### src/hdl/rco_defines.vh
/*
  Constants of the reference clock output block: register offsets, field
  positions, reset values and widths.
  Assumes it is included by bare name from the design files only.
*/
`ifndef RCO_DEFINES_VH
`define RCO_DEFINES_VH

// ==========================================================
// Register offsets (register port address)
`define RCO_ADDR_W 4
`define RCO_OFS_CTRL 4'h0
`define RCO_OFS_SRC 4'h1
`define RCO_OFS_STAT 4'h2
`define RCO_OFS_CNT 4'h3

// ==========================================================
// Data width and control register fields
`define RCO_DATA_W 8
`define RCO_CTRL_DIV_LSB 0
`define RCO_CTRL_DIV_MSB 2
`define RCO_CTRL_DUTY_LSB 3
`define RCO_CTRL_DUTY_MSB 4
`define RCO_CTRL_EN_BIT 7

// ==========================================================
// Source select and status fields
`define RCO_SRC_W 2
`define RCO_STAT_PIN_BIT 0
`define RCO_STAT_RUN_BIT 1
`define RCO_STAT_BASE_BIT 2

// ==========================================================
// Reset values
`define RCO_RST_EN 1'h0
`define RCO_RST_DIV 3'h0
`define RCO_RST_DUTY 2'h2
`define RCO_RST_SRC 2'h0

// ==========================================================
// Duty field codes
`define RCO_DUTY_MIN 2'h0
`define RCO_DUTY_25 2'h1
`define RCO_DUTY_50 2'h2
`define RCO_DUTY_75 2'h3

`endif

### src/hdl/rco_sync.v
/*
  Two-flop synchronisers for the external reference clock sources.
  Assumes the inputs are asynchronous to clk_sys; only the second stage
  leaves this module.
*/
`timescale 1ns/1ps
`default_nettype none

module rco_sync #(
  parameter WIDTH = 3
) (
  input wire clk_sys,
  input wire arst_n,
  input wire [WIDTH-1:0] async_in,
  output wire [WIDTH-1:0] sync_out
);

  // ==========================================================
  // Per-bit synchroniser stages
  genvar i;
  generate
    for (i = 0; i < WIDTH; i = i + 1) begin : g_sync
      reg meta;
      reg stable;
      always @(posedge clk_sys or negedge arst_n) begin
        if (!arst_n) begin
          meta <= 1'b0;
          stable <= 1'b0;
        end else begin
          meta <= async_in[i];
          stable <= meta;
        end
      end
      assign sync_out[i] = stable;
    end
  endgenerate

endmodule // rco_sync

`default_nettype wire

### src/hdl/rco_top.v
/*
  Reference clock output block: selects a base clock, divides it by a
  power of two from 1 to 128, shapes its duty cycle and drives the
  reference clock output pin from a flip-flop.
  Assumes a single clock domain (clk_sys), an asynchronous active-low
  reset and a register master that keeps its strobes one cycle long.
  External clock sources are asynchronous and are synchronised here.
*/
// Decided for this implementation: the address map and the address-and-strobe port.
`timescale 1ns/1ps
`default_nettype none

`include "rco_defines.vh"

// Behaviour
// - Output derives from the base clock picked by the source select register.
// - Setting enable starts the output cleanly, with no runt pulse.
// - Clearing enable stops the output at once, not at period end.
// - Divider and duty writes take effect while enabled; glitches allowed then.
// - Three-bit divider selects division by 1, 2, 4, 8, 16, 32, 64, 128.
// - Duty field gives minimal (one half base period high), 25, 50 or 75 percent; undivided passes base duty.
// - Reset sets the duty field upper bit, giving 50 percent by default.
// - When clk_sys stops in sleep the output holds its present level.
module rco_top #(
  parameter NUM_EXT = 3
) (
  input wire clk_sys,
  input wire arst_n,
  input wire [`RCO_ADDR_W-1:0] reg_addr,
  input wire [`RCO_DATA_W-1:0] reg_wdata,
  input wire reg_wr,
  input wire reg_rd,
  output reg [`RCO_DATA_W-1:0] reg_rdata,
  input wire [NUM_EXT-1:0] ext_clk_in,
  output reg refclk_output_pin
);

  // ==========================================================
  // Registers and state
  reg refclk_output_enable;
  reg [2:0] refclk_divide_select;
  reg [1:0] refclk_duty_select;
  reg [`RCO_SRC_W-1:0] refclk_source_select_reg;
  reg int_base;
  reg base_lvl;
  reg base_prev;
  // Run states, one-hot
  // Idle holds the pin low and the counter clear until a base rising edge
  localparam ST_IDLE = 2'h1;
  localparam ST_RUN = 2'h2;
  reg [1:0] state;
  reg [7:0] half_cnt;

  wire [NUM_EXT-1:0] ext_sync;

  reg next_base_lvl;
  reg [1:0] next_state;
  reg [7:0] next_half_cnt;
  reg next_pin;
  reg [`RCO_DATA_W-1:0] next_rdata;

  // ==========================================================
  // Source synchronisers
  rco_sync #(
    .WIDTH(NUM_EXT)
  ) u_sync (
    .clk_sys(clk_sys),
    .arst_n(arst_n),
    .async_in(ext_clk_in),
    .sync_out(ext_sync)
  );

  // ==========================================================
  // Register writes
  always @(posedge clk_sys or negedge arst_n) begin
    if (!arst_n) begin
      refclk_output_enable <= `RCO_RST_EN;
      refclk_divide_select <= `RCO_RST_DIV;
      refclk_duty_select <= `RCO_RST_DUTY;
      refclk_source_select_reg <= `RCO_RST_SRC;
    end else if (reg_wr) begin
      if (reg_addr == `RCO_OFS_CTRL) begin
        // Accepted at any time, also while running
        refclk_output_enable <= reg_wdata[`RCO_CTRL_EN_BIT];
        refclk_divide_select <= reg_wdata[`RCO_CTRL_DIV_MSB:`RCO_CTRL_DIV_LSB];
        refclk_duty_select <= reg_wdata[`RCO_CTRL_DUTY_MSB:`RCO_CTRL_DUTY_LSB];
      end
      if (reg_addr == `RCO_OFS_SRC) begin
        refclk_source_select_reg <= reg_wdata[`RCO_SRC_W-1:0];
      end
    end
  end

  // ==========================================================
  // Register reads: data stand only in the cycle after the strobe
  always @* begin
    next_rdata = {`RCO_DATA_W{1'b0}};
    if (reg_rd) begin
      case (reg_addr)
        `RCO_OFS_CTRL: begin
          next_rdata[`RCO_CTRL_EN_BIT] = refclk_output_enable;
          next_rdata[`RCO_CTRL_DIV_MSB:`RCO_CTRL_DIV_LSB] = refclk_divide_select;
          next_rdata[`RCO_CTRL_DUTY_MSB:`RCO_CTRL_DUTY_LSB] = refclk_duty_select;
        end
        `RCO_OFS_SRC: begin
          next_rdata[`RCO_SRC_W-1:0] = refclk_source_select_reg;
        end
        `RCO_OFS_STAT: begin
          next_rdata[`RCO_STAT_PIN_BIT] = refclk_output_pin;
          next_rdata[`RCO_STAT_RUN_BIT] = (state == ST_RUN);
          next_rdata[`RCO_STAT_BASE_BIT] = base_lvl;
        end
        `RCO_OFS_CNT: begin
          next_rdata = half_cnt;
        end
        default: begin
          next_rdata = {`RCO_DATA_W{1'b0}};
        end
      endcase
    end
  end

  always @(posedge clk_sys or negedge arst_n) begin
    if (!arst_n) begin
      reg_rdata <= {`RCO_DATA_W{1'b0}};
    end else begin
      reg_rdata <= next_rdata;
    end
  end

  // ==========================================================
  // Base clock selection
  // The pin is a flop, so the internal base is clk_sys/2 with 50% duty;
  // the fastest reference that can leave a register is half the clock.
  always @(posedge clk_sys or negedge arst_n) begin
    if (!arst_n) begin
      int_base <= 1'b0;
    end else begin
      int_base <= ~int_base;
    end
  end

  // ==========================================================
  // Source decode
  // Code k picks ext_clk_in[k-1]; codes above NUM_EXT fall back to the internal base
  wire [31:0] src_idx = {{(32-`RCO_SRC_W){1'b0}}, refclk_source_select_reg};
  wire ext_valid = (src_idx != 32'h0) && (src_idx <= NUM_EXT);
  wire [NUM_EXT-1:0] ext_pick;

  genvar g;
  generate
    for (g = 0; g < NUM_EXT; g = g + 1) begin : g_pick
      // Only the second synchroniser stage is read here
      assign ext_pick[g] = ext_sync[g] & (src_idx == g + 1);
    end
  endgenerate

  always @* begin
    next_base_lvl = int_base;
    if (ext_valid) begin
      next_base_lvl = |ext_pick;
    end
  end

  always @(posedge clk_sys or negedge arst_n) begin
    if (!arst_n) begin
      base_lvl <= 1'b0;
      base_prev <= 1'b0;
    end else begin
      base_lvl <= next_base_lvl;
      base_prev <= base_lvl;
    end
  end

  wire base_edge = base_lvl ^ base_prev;
  wire base_rise = base_lvl & ~base_prev;

  // ==========================================================
  // Period and high time in half base periods
  // Counting both base edges gives whole steps for 25% at divide by 2.
  // Table form keeps every ratio in view; entries count half base periods.
  // A change while running lands mid-period, the glitch that live writes allow.
  reg [8:0] period_len;

  always @* begin
    case (refclk_divide_select)
      3'h0: begin
        period_len = 9'h002; // Divide by 1
      end
      3'h1: begin
        period_len = 9'h004; // Divide by 2
      end
      3'h2: begin
        period_len = 9'h008; // Divide by 4
      end
      3'h3: begin
        period_len = 9'h010; // Divide by 8
      end
      3'h4: begin
        period_len = 9'h020; // Divide by 16
      end
      3'h5: begin
        period_len = 9'h040; // Divide by 32
      end
      3'h6: begin
        period_len = 9'h080; // Divide by 64
      end
      3'h7: begin
        period_len = 9'h100; // Divide by 128
      end
      default: begin
        period_len = 9'h002;
      end
    endcase
  end

  wire [8:0] period_m1 = period_len - 9'h001;
  wire [7:0] cnt_last = period_m1[7:0];
  wire [8:0] quarter = period_len >> 2;
  reg [8:0] high_len;

  always @* begin
    case (refclk_duty_select)
      `RCO_DUTY_25: begin
        high_len = quarter;
      end
      `RCO_DUTY_50: begin
        high_len = quarter << 1;
      end
      `RCO_DUTY_75: begin
        high_len = quarter + (quarter << 1);
      end
      default: begin
        high_len = 9'h001; // Minimal duty
      end
    endcase
  end

  // ==========================================================
  // Run control, counter and pin level
  always @* begin
    next_state = state;
    next_half_cnt = half_cnt;
    next_pin = refclk_output_pin;
    case (state)
      ST_IDLE: begin
        // Start only on a base rising edge so the first pulse is whole
        next_half_cnt = 8'h00;
        next_pin = 1'b0;
        if (base_rise) begin
          next_state = ST_RUN;
          next_pin = 1'b1;
        end
      end
      ST_RUN: begin
        // Pin steps on each base edge; the counter too when divided, held clear when undivided
        if (refclk_divide_select == 3'h0) begin
          next_pin = base_lvl; // Undivided passes base duty
          next_half_cnt = 8'h00;
        end else if (base_edge) begin
          // A shrunk period after a live write wraps at once
          if (half_cnt >= cnt_last) begin
            next_half_cnt = 8'h00;
          end else begin
            next_half_cnt = half_cnt + 8'h01;
          end
          next_pin = ({1'b0, next_half_cnt} < high_len);
        end
      end
      default: begin
        // Unused state codes recover to idle
        next_state = ST_IDLE;
        next_half_cnt = 8'h00;
        next_pin = 1'b0;
      end
    endcase
    if (!refclk_output_enable) begin
      // Immediate stop from any state, counter cleared for a fresh start
      next_state = ST_IDLE;
      next_half_cnt = 8'h00;
      next_pin = 1'b0;
    end
  end

  // Without clk_sys edges in sleep every flop, the pin included, holds.
  always @(posedge clk_sys or negedge arst_n) begin
    if (!arst_n) begin
      state <= ST_IDLE;
      half_cnt <= 8'h00;
      refclk_output_pin <= 1'b0;
    end else begin
      state <= next_state;
      half_cnt <= next_half_cnt;
      refclk_output_pin <= next_pin;
    end
  end

endmodule // rco_top

`default_nettype wire
### config.mk
export PLATFORM = sky130hd
export DESIGN_NAME = rco_top
export DESIGN_NICKNAME = d
export VERILOG_FILES = /design/src/hdl/rco_sync.v /design/src/hdl/rco_top.v
export VERILOG_INCLUDE_DIRS = /design/src /design/src/hdl
export SDC_FILE = /design/constraint.sdc
export NUM_CORES = 1
export LEC_CHECK = 0
export BUFFER_PORTS_ARGS = -buffer_cell sky130_fd_sc_hd__buf_2
export CORE_ASPECT_RATIO = 0.8
export CORE_MARGIN = 3
export CORE_UTILIZATION = 58
export CTS_CLUSTER_SIZE = 10
export DETAILED_ROUTE_END_ITERATION = 6
export HOLD_SLACK_MARGIN = 0.02
export PLACE_DENSITY = 0.79
export SLEW_MARGIN = 20
export SYNTH_ARGS = -nofsm -noshare
export SYNTH_HDL_FRONTEND = slang
export SYNTH_HIERARCHICAL = 1
export SYNTH_SLANG_ARGS = --single-unit
export TNS_END_PERCENT = 10
### constraint.sdc
create_clock -name clk_sys -period 3.6 [get_ports clk_sys]
set_input_delay 0.18 -clock clk_sys [delete_from_list [all_inputs] [get_ports clk_sys]]
set_output_delay 0.18 -clock clk_sys [all_outputs]
set_load 0.005 [all_outputs]
==> results of run 1 <==
## synth_stat cells, drive strengths merged, types with 2 or more instances
cell | count | area (um^2)
a22oi | 7 | 52.55
o21a | 5 | 37.54
xor2 | 7 | 61.31
ha | 27 | 337.8
and3 | 7 | 43.79
nand2b | 2 | 12.51
a21oi | 16 | 80.08
nor2 | 17 | 63.81
inv | 12 | 45.05
nor3 | 2 | 10.01
xnor2 | 3 | 26.28
o2111ai | 2 | 17.52
or2 | 3 | 18.77
o31ai | 2 | 15.01
or3b | 3 | 26.28
dfstp | 2 | 52.55
and2 | 3 | 18.77
dfrtp | 34 | 850.8
nand3 | 9 | 45.04
o211ai | 3 | 27.52
a211oi | 2 | 15.01
mux2 | 9 | 101.4
a21o | 2 | 15.01
clkbuf | 7 | 26.28
buf | 7 | 63.81
mux4 | 3 | 67.56
o21ai | 12 | 60.06
or3 | 4 | 30.03
nor2b | 8 | 50.05
nand2 | 29 | 108.9
nand4 | 2 | 12.51
a22o | 2 | 17.52
## final cells by class
cell class | instances | area [um^2] | area share [%]
Multi-Input combinational cell | 203 | 1526 | 52.00
Sequential cell | 36 | 905.9 | 30.86
Timing Repair Buffer | 44 | 277.8 | 9.463
Clock buffer | 5 | 68.82 | 2.344
Tap cell | 55 | 68.82 | 2.344
Inverter | 12 | 45.04 | 1.535
Clock inverter | 3 | 42.54 | 1.449
## power groups by stage
stage / Sequential [mW] / Clock, mW / Combinational (mW)
6_report: 0.522 / 0.353 / 0.459
5_1_grt: 0.531 / 0.382 / 0.514
4_1_cts: 0.518 / 0.356 / 0.451
3_5_place_dp: 0.525 / 0 / 0.444
3_3_place_gp: 0.523 / 0 / 0.426
2_1_floorplan: 0.483 / 0 / 0.357
## layout by cell type, fill, tap and decap left out, drive strengths merged, types with 2 or more instances in the layout
cell / Yosys / routed
and3: 7 / 7
a22o: 2 / 2
ha: 27 / 27
xnor2: 3 / 3
nand3: 9 / 9
dfrtp: 34 / 34
a21oi: 16 / 16
and2: 3 / 3
nor2b: 8 / 8
o31ai: 2 / 2
nand4: 2 / 2
or3b: 3 / 3
o21ai: 12 / 12
mux2: 9 / 9
o21a: 5 / 5
nand2: 29 / 29
a21o: 2 / 2
a22oi: 7 / 7
nor2: 17 / 17
o2111ai: 2 / 2
nor3: 2 / 2
or3: 4 / 4
xor2: 7 / 7
buf: 7 / 40
mux4: 3 / 3
inv: 12 / 12
o211ai: 3 / 3
dfstp: 2 / 2
clkbuf: 7 / 5
nand2b: 2 / 2
a211oi: 2 / 2
dlygate4sd3: 0 / 4
or2: 3 / 3
## worst max-delay path, stage by stage (launching register included)
cell	delay, ns
dfrtp_2	0.46
or3b_2	0.50
ha_1	0.24
xor2_1	0.15
a32oi_1	0.08
ha_1	0.31
nand4_1	0.17
o21ai_4	0.29
nor2_1	0.10
ha_1	0.32
a21oi_1	0.18
o22ai_2	0.11
a211oi_2	0.16
o2111ai_1	0.13
nand3_1	0.11
## worst max path at each step
stage                       startpoint           endpoint  slack (ns)  cells after the start
5_1_grt        refclk_divide_select[0]  refclk_output_pin        0.02                     15
4_1_cts        refclk_divide_select[1]  refclk_output_pin         0.1                     15
6_report       refclk_divide_select[0]  refclk_output_pin        0.24                     14
3_5_place_dp   refclk_divide_select[1]  refclk_output_pin       -0.03                     14
3_3_place_gp   refclk_divide_select[1]  refclk_output_pin        0.08                     14
2_1_floorplan  refclk_divide_select[2]  refclk_output_pin        0.25                     15
## cell families (layout without fill, tap and decap cells)
logic type	count (synthesis)	after routing	share of synthesized area (%)
xor gates and xnor gates	10	10	3.460
DFF	36	36	35.69
buffers and inverters	26	64	5.339
AOI/OAI and AO/OA	60	60	16.36
and+or+nand+nor	93	93	18.98
muxes	12	12	6.673
adders and majority gates	27	27	13.35
other	1	1	0.1482
## through the flow
stage / util (%) / instances
6_report: 73.31 / 358
5_1_grt: 73.31 / 358
4_1_cts: 72.31 / 357
3_5_place_dp: 68.44 / 345
3_3_place_gp: 68.44 / 345
2_1_floorplan: - / 265
## metal layers
metal  wire [um]  GRT usage, %
met2        2644         38.65
met3         367         4.583
met4          93         6.962
met1        2609         33.27
met5           0             0
## what timing repair did
item / CTS / global route
buffers inserted: 0 / 1
pin swaps: 0 / 0
endpoints found under the hold margin: 37 / 0
endpoints found under the setup margin: 1 / 1
resized for setup: 1 / 8
hold buffers: 4 / 0
==> results.json, run 1 <==
{
  "die_h_um": 65.09,
  "post_drt_wl_per_cell_um": 15.96,
  "seq_area_frac_synth_pct": 35.69,
  "fmax_mhz": 297.6,
  "yosysWarnings": 6,
  "gp_congestion": 0.8564,
  "avgSynthCellArea_um2": 9.552,
  "grt_overflow": 0,
  "io_buffers": 25,
  "final_cell_area_um2": 2935,
  "worstPathRequired_ns": 3.83,
  "drv_slew": 0,
  "min-delay-path-class": "input pin to flop",
  "dpl.hpwl_um": 4335,
  "path_clk_slew_ns": 0.07,
  "grt_max_degree": 37,
  "tns_ns": 0,
  "via_per_inst": 5.874,
  "synth_area_um2": 2531,
  "antenna_found_initial": 0,
  "drive_above_1_share_pct": 26.73,
  "reg.largest.list": "half_cnt (8), reg_rdata (8)",
  "grt_pass1_wl_um": 9432,
  "sw_frac_of_total_pct": 34.19,
  "path_class": "flop to flop",
  "tightest_slew_ns": 0.7682,
  "area_delta_synth_final_pct": 15.97,
  "rrSetupSlack_ns": 0.24,
  "worst_skew_pair.late_latency_ns": 0.29,
  "grt_setup_unrepaired": "false",
  "start_util_pct": 63.22,
  "fin_ws_ns": 0.2393,
  "p_int_uw": 878.2,
  "core_region_area_um2": 4004,
  "p_per_area_nw_per_um2": 454.6,
  "htreeDepth": 2,
  "reg2reg_depth": 14,
  "nFillCells": 291,
  "vdd_ir_drop_max_v": 0.0002556,
  "hold_ws_ns": 0.1198,
  "worstReg2RegEnd": "refclk_output_pin",
  "layout.nets": 348,
  "drc": 0,
  "dpl_cell_area_um2": 2740,
  "synth_edf_count": 0,
  "switchingPower_uw": 456.3,
  "ys_ff_latch": 36,
  "fp.dieW_um": 79.86,
  "r2r_start": "refclk_divide_select[0]",
  "grt_use_total_pct": 24.09,
  "min_to": "refclk_output_enable",
  "drt_pre_antenna_iters": 4,
  "critPathCaptureType": "flop",
  "final_hold_viol_count": 0,
  "min_path_cells": 2,
  "cts_num_sinks": 36,
  "p_seq_share_pct": 39.2,
  "die_area_um2": 5198,
  "cts_tree": "built",
  "timing.final.crit_period_ns": 3.361,
  "slew_headroom_pct": 48.78,
  "setup_viol": 0,
  "pwr-share-comb_pct": 34.4,
  "synth_ff_type": "dfrtp_1",
  "drtIter0Drc": 104,
  "fp-row-count": 20,
  "skew_ns": 0.008207,
  "power_mw": 1.334,
  "critPathMaxFanout": 9,
  "p_leak_nw": 1.394,
  "cp.arrival_ns": 3.59,
  "status": "finished clean",
  "synthesis.nets": 311,
  "vias": 2103,
  "num_io_pins": 28,
  "cts_buffer_depth": 2,
  "n_antenna_cell": 0,
  "hold_start": "reg_wdata[7]",
  "first_global_vias": 1971,
  "drt-total-wl_um": 5715,
  "period_share_pct": 93.35,
  "power_frac_clock_pct": 26.4,
  "startpoint_type": "flop",
  "yosysUniqueCellTypes": 51,
  "cts_buffers": 5,
  "antenna_left": 0,
  "drv_cap": 0,
  "place_ws_ns": -0.02616,
  "root_buffer": "clkbuf_8",
  "syn_inst": 265,
  "async_reset_ff_share_pct": 100.0
}
No activity file was read; power rests on OpenSTA's default activity.
==> run 2: changes to the inputs <==
--- a/config.mk
+++ b/config.mk
@@ -8,10 +8,11 @@
 export LEC_CHECK = 0
 export BUFFER_PORTS_ARGS = -buffer_cell sky130_fd_sc_hd__buf_2
 export CORE_ASPECT_RATIO = 0.8
-export CORE_MARGIN = 3
+export CORE_MARGIN = 10
 export CORE_UTILIZATION = 58
 export CTS_CLUSTER_SIZE = 10
 export DETAILED_ROUTE_END_ITERATION = 6
+export GPL_ROUTABILITY_DRIVEN = 0
 export HOLD_SLACK_MARGIN = 0.02
 export PLACE_DENSITY = 0.79
 export SLEW_MARGIN = 20
==> run 2 against run 1 <==
Compared with the run above: register-to-register slack got worse by 0.06 ns; sequential cell count did not move; global-route usage fell by 8.0 points; first-iteration DRC count rose by 39%; critical path type unchanged.
==> results.json, run 2 (synthesis results as in run 1) <==
{
  "status": "finished clean",
  "min-delay-path-class": "input pin to flop",
  "place_ws_ns": -0.006649,
  "switchingPower_uw": 460.4,
  "htreeDepth": 2,
  "multi_input_area_um2": 1538,
  "drt_pre_antenna_iters": 4,
  "p_per_area_nw_per_um2": 447.5,
  "start_util_pct": 60.21,
  "via_per_inst": 5.783,
  "core_region_area_um2": 4204,
  "antenna_found_initial": 0,
  "cp.arrival_ns": 3.66,
  "layout_commonest_cell": "dfrtp_1",
  "power_frac_clock_pct": 24.2,
  "period_share_pct": 95.07,
  "setup_viol": 0,
  "layout.nets": 352,
  "final_hold_viol_count": 0,
  "sw_frac_of_total_pct": 34.74,
  "worstPathRequired_ns": 3.84,
  "register_area_um2": 907.1,
  "fp-row-count": 21,
  "drt-total-wl_um": 5983,
  "cts_num_sinks": 36,
  "die_h_um": 79.09,
  "first_global_vias": 2020,
  "path_clk_slew_ns": 0.07,
  "skew_ns": 0.009417,
  "fin_ws_ns": 0.1774,
  "path_cells": "buf_4 -> or3b_1 -> ha_1 -> nand3_1 -> xor2_1 -> ha_1 -> nand4_1 -> o21ai_4 -> nor2_1 -> ha_1 -> a21oi_1 -> o22ai_2 -> a211oi_1 -> o2111ai_1 -> nand3_1",
  "nFillCells": 310,
  "startpoint_type": "flop",
  "drv_slew": 0,
  "p_leak_nw": 1.407,
  "hold_ws_ns": 0.1084,
  "vdd_ir_drop_max_v": 0.0003318,
  "antenna_left": 0,
  "p_seq_share_pct": 39.2,
  "slew_headroom_pct": 47.73,
  "dpl.hpwl_um": 4439,
  "final_cell_mix": "dfrtp_1 (31), nand2_1 (29), ha_1 (26), buf_2 (25), buf_4 (18)",
  "crit_slowest_cell": "dfrtp_2",
  "n_antenna_cell": 0,
  "drive_above_1_share_pct": 28.34,
  "critPathCaptureType": "flop",
  "drtIter0Drc": 145,
  "reg.largest.list": "half_cnt (8), reg_rdata (8)",
  "num_io_pins": 28,
  "die_area_um2": 7423,
  "path_class": "flop to flop",
  "vias": 2105,
  "grt_use_total_pct": 16.11,
  "crit_top_cell": "ha_1",
  "fp.dieW_um": 93.86,
  "tightest_slew_ns": 0.7841,
  "cts_tree": "built",
  "grt_pass1_wl_um": 9632,
  "drc": 0,
  "final_cell_area_um2": 2962,
  "cp_slowest_stage_delay_ns": 0.44,
  "p_int_uw": 865.0,
  "cts_buffer_depth": 2,
  "cts_buffers": 5,
  "timing.final.crit_period_ns": 3.423,
  "grt_max_degree": 37,
  "io_buffers": 25,
  "grt_overflow": 0,
  "pwr-share-comb_pct": 36.6,
  "fmax_mhz": 292.2,
  "root_buffer": "clkbuf_8",
  "place_inst": 346,
  "critPathMaxFanout": 6,
  "fin_cells": 364,
  "post_drt_wl_per_cell_um": 16.44,
  "worst_skew_pair.late_latency_ns": 0.30,
  "drv_cap": 0,
  "dpl_cell_area_um2": 2735,
  "area_delta_synth_final_pct": 17.00,
  "tns_ns": 0
}
==> run 2: critical path, delay by kind of cell, from the launching register on <==
family,cells,cell delay [ns]
buffers and inverters,1,0.15
XOR/XNOR,1,0.08
flip-flops,1,0.44
AO/OA/AOI/OAI,5,0.91
AND/OR/NAND/NOR,5,0.95
adder cells (fa/ha/maj),3,0.83
==> run 2: final timing paths <==
check	cells after the start	slack [ns]	start	endpoint
worst max-delay path	15	0.18	refclk_divide_select[0]	refclk_output_pin
worst min-delay path	2	0.11	reg_wdata[7]	refclk_output_enable
worst max register to register	15	0.18	refclk_divide_select[0]	refclk_output_pin
worst min register to register	0	0.35	u_sync/g_sync[2].meta	u_sync/g_sync[2].stable
max in group asynchronous	2	2.56	arst_n	refclk_divide_select[0]
min in group asynchronous	2	0.50	arst_n	reg_rdata[0]
==> run 2: power by group through the flow <==
stage               registers (mW)  clock network (mW)  logic (mW)
floorplan                    0.483                   0       0.357
global placement             0.520                   0       0.432
detailed placement           0.524                   0       0.446
CTS                          0.516               0.322       0.454
global route                 0.527               0.339       0.542
finish                       0.519               0.321       0.485
==> run 2: what timing repair did <==
| action | CTS | global route |
|---|---|---|
| pin swaps | 0 | 2 |
| cloned | 0 | 1 |
| endpoints found under the hold margin | 37 | 0 |
| hold buffers | 4 | 0 |
| buffers inserted | 0 | 5 |
| resized for setup | 1 | 12 |
| endpoints found under the setup margin | 1 | 1 |
==> run 2: per-layer routing <==
layer	vias up	routed length [um]	global-route usage (%)
met5	-	0	0
met4	0	93	6.515
met3	12	407	3.383
met2	71	2703	24.07
met1	991	2779	22.09
li1	1031	-	-
==> run 2: area by class of cell <==
type | count | area share (%)
repair buffers | 47 | 10.14
clock buffers | 8 | 3.380
flip-flops and latches | 36 | 30.63
well taps | 57 | 2.408
multi-input cells | 204 | 51.92
inverters | 12 | 1.521
==> run 2: through the flow <==
stage	utilization, %	power [mW]
after CTS	68.48	1.292
after floorplan	-	0.8397
final	70.45	1.325
after detailed placement	65.06	0.9699
after global routing	70.45	1.408
after global placement	65.06	0.9520
==> run 3: changes to the inputs <==
--- a/config.mk
+++ b/config.mk
@@ -7,7 +7,7 @@
 export NUM_CORES = 1
 export LEC_CHECK = 0
 export BUFFER_PORTS_ARGS = -buffer_cell sky130_fd_sc_hd__buf_2
-export CORE_ASPECT_RATIO = 0.8
+export CORE_ASPECT_RATIO = 0.75
 export CORE_MARGIN = 10
 export CORE_UTILIZATION = 58
 export CTS_CLUSTER_SIZE = 10
@@ -15,6 +15,7 @@
 export GPL_ROUTABILITY_DRIVEN = 0
 export HOLD_SLACK_MARGIN = 0.02
 export PLACE_DENSITY = 0.79
+export RECOVER_POWER = 100
 export SLEW_MARGIN = 20
 export SYNTH_ARGS = -nofsm -noshare
 export SYNTH_HDL_FRONTEND = slang
==> run 3 against run 2 <==
Compared with the run above: the flow now finishes with violations (capacitance limit, slew limit); clock-buffer cell count down 1; global-route usage increased by 0.60 points; highest routed layer unchanged; sequential power barely moved; largest cell class unchanged.
==> results.json, run 3 (synthesis results as in run 1) <==
{
  "slew_headroom_pct": -25.36,
  "skew_ns": 0.01395,
  "layout_commonest_cell": "dfrtp_1",
  "die_area_um2": 7434,
  "vdd_ir_drop_max_v": 0.0003697,
  "startpoint_type": "flop",
  "path_clk_slew_ns": 0.08,
  "root_buffer": "clkbuf_8",
  "htreeDepth": 2,
  "io_buffers": 25,
  "grt_use_total_pct": 16.71,
  "path_class": "flop to flop",
  "critPathCaptureType": "flop",
  "place_inst": 348,
  "first_global_vias": 2061,
  "p_leak_nw": 1.395,
  "drc": 0,
  "post_drt_wl_per_cell_um": 16.93,
  "drv_slew": 37,
  "timing.final.crit_period_ns": 3.453,
  "min-delay-path-class": "input pin to flop",
  "area_delta_synth_final_pct": 18.44,
  "drv_cap": 1,
  "num_io_pins": 28,
  "start_util_pct": 61.30,
  "layout.nets": 355,
  "dpl.hpwl_um": 4507,
  "post-route-util_pct": 72.61,
  "grt_pass1_wl_um": 9949,
  "antenna_left": 0,
  "drt_pre_antenna_iters": 4,
  "vias": 2138,
  "period_share_pct": 95.92,
  "grt_overflow": 0,
  "via_per_inst": 5.874,
  "setup_viol": 0,
  "reg.largest.list": "half_cnt (8), reg_rdata (8)",
  "cts_tree": "built",
  "die_h_um": 77.21,
  "drive_above_1_share_pct": 25.89,
  "grt_max_degree": 37,
  "n_antenna_cell": 0,
  "path_cells": "or3b_2 -> ha_1 -> nand3_2 -> xor2_2 -> ha_4 -> a21oi_1 -> o21a_1 -> o21ai_4 -> buf_4 -> nor2_1 -> ha_1 -> a21oi_1 -> o22ai_2 -> nor2_1 -> o31ai_1 -> nand3_1",
  "antenna_found_initial": 0,
  "violations": "capacitance limit, slew limit",
  "fp.dieW_um": 96.28,
  "final_cell_mix": "dfrtp_1 (32), nand2_1 (29), ha_1 (25), buf_4 (22), nor2_1 (17)",
  "fin_cells": 364,
  "cp_slowest_stage_delay_ns": 0.48,
  "core_region_area_um2": 4129,
  "crit_slowest_cell": "or3b_2",
  "fmax_mhz": 289.6,
  "drtIter0Drc": 183,
  "drt-total-wl_um": 6162,
  "cp.arrival_ns": 3.63,
  "critPathMaxFanout": 8,
  "status": "complete, but fails checks",
  "worst_skew_pair.late_latency_ns": 0.30,
  "fp-row-count": 20,
  "cts_num_sinks": 36,
  "worstPathRequired_ns": 3.78,
  "p_per_area_nw_per_um2": 453.1,
  "cts_buffer_depth": 2,
  "tightest_slew_ns": 1.880,
  "final_hold_viol_count": 0,
  "cts_buffers": 5
}
-- run 3: what timing repair did --
item                                   in CTS  in global routing
hold buffers                                4                  0
setup endpoints to repair                   1                  1
pin swaps                                   0                  3
buffers inserted                            0                  5
resized for setup                           1                 14
endpoints found under the hold margin      37                  0
-- run 3: routing by layer --
| metal | vias to the layer above | wire (um) | GRT usage (%) |
|---|---|---|---|
| li1 | 1030 | - | - |
| met3 | 13 | 384 | 4.961 |
| met4 | 0 | 89 | 4.559 |
| met1 | 1032 | 2795 | 21.78 |
| met2 | 63 | 2892 | 25.91 |
| met5 | - | 0 | 0 |
-- run 3: metrics by stage --
step           TNS (ns)  hold slack [ns]  instance area, um^2  setup slack [ns]  power (mW)
2_1_floorplan         0          -0.1156                 2531            0.2484      0.8397
3_3_place_gp          0           0.2880                 2763           0.04985      0.9582
3_5_place_dp   -0.06422           0.3015                 2763          -0.06422      0.9740
4_1_cts               0           0.1209                 2903            0.1044       1.296
5_1_grt        -0.07552           0.1133                 2998          -0.07552       1.448
6_report              0           0.1226                 2998            0.1470       1.358
-- run 3: final timing paths --
| check | start | to | slack, ns | cells past startpoint |
|---|---|---|---|---|
| max | refclk_divide_select[0] | refclk_output_pin | 0.15 | 16 |
| min | reg_wdata[2] | refclk_divide_select[2] | 0.12 | 2 |
| max reg2reg | refclk_divide_select[0] | refclk_output_pin | 0.15 | 16 |
| min reg2reg | u_sync/g_sync[1].meta | u_sync/g_sync[1].stable | 0.35 | 0 |
| max in group asynchronous | arst_n | refclk_divide_select[1] | 1.43 | 2 |
| min in group asynchronous | arst_n | half_cnt[3] | 0.93 | 2 |
-- run 3: area by class of cell --
type / count / area [um^2]
inverter: 12 / 45.04
sequential: 36 / 905.9
timing repair buffer: 51 / 319.1
tap: 55 / 68.82
multi-input combinational: 203 / 1563
clock buffer: 7 / 96.34
fill: 284 / 1131
-- run 3: worst max-delay path, delay by kind of cell (launching register included) --
family / cells / cell delay [ns]
compound gates: 6 / 1.01
flops: 1 / 0.45
simple gates: 5 / 0.87
buf+inv: 1 / 0.16
fa+ha+maj: 3 / 0.63
xor+xnor: 1 / 0.22
-- run 3: report_power, final --
part           internal [mW]  switching, mW
sequential             0.450         0.0675
clock                  0.171          0.147
combinational          0.248          0.274
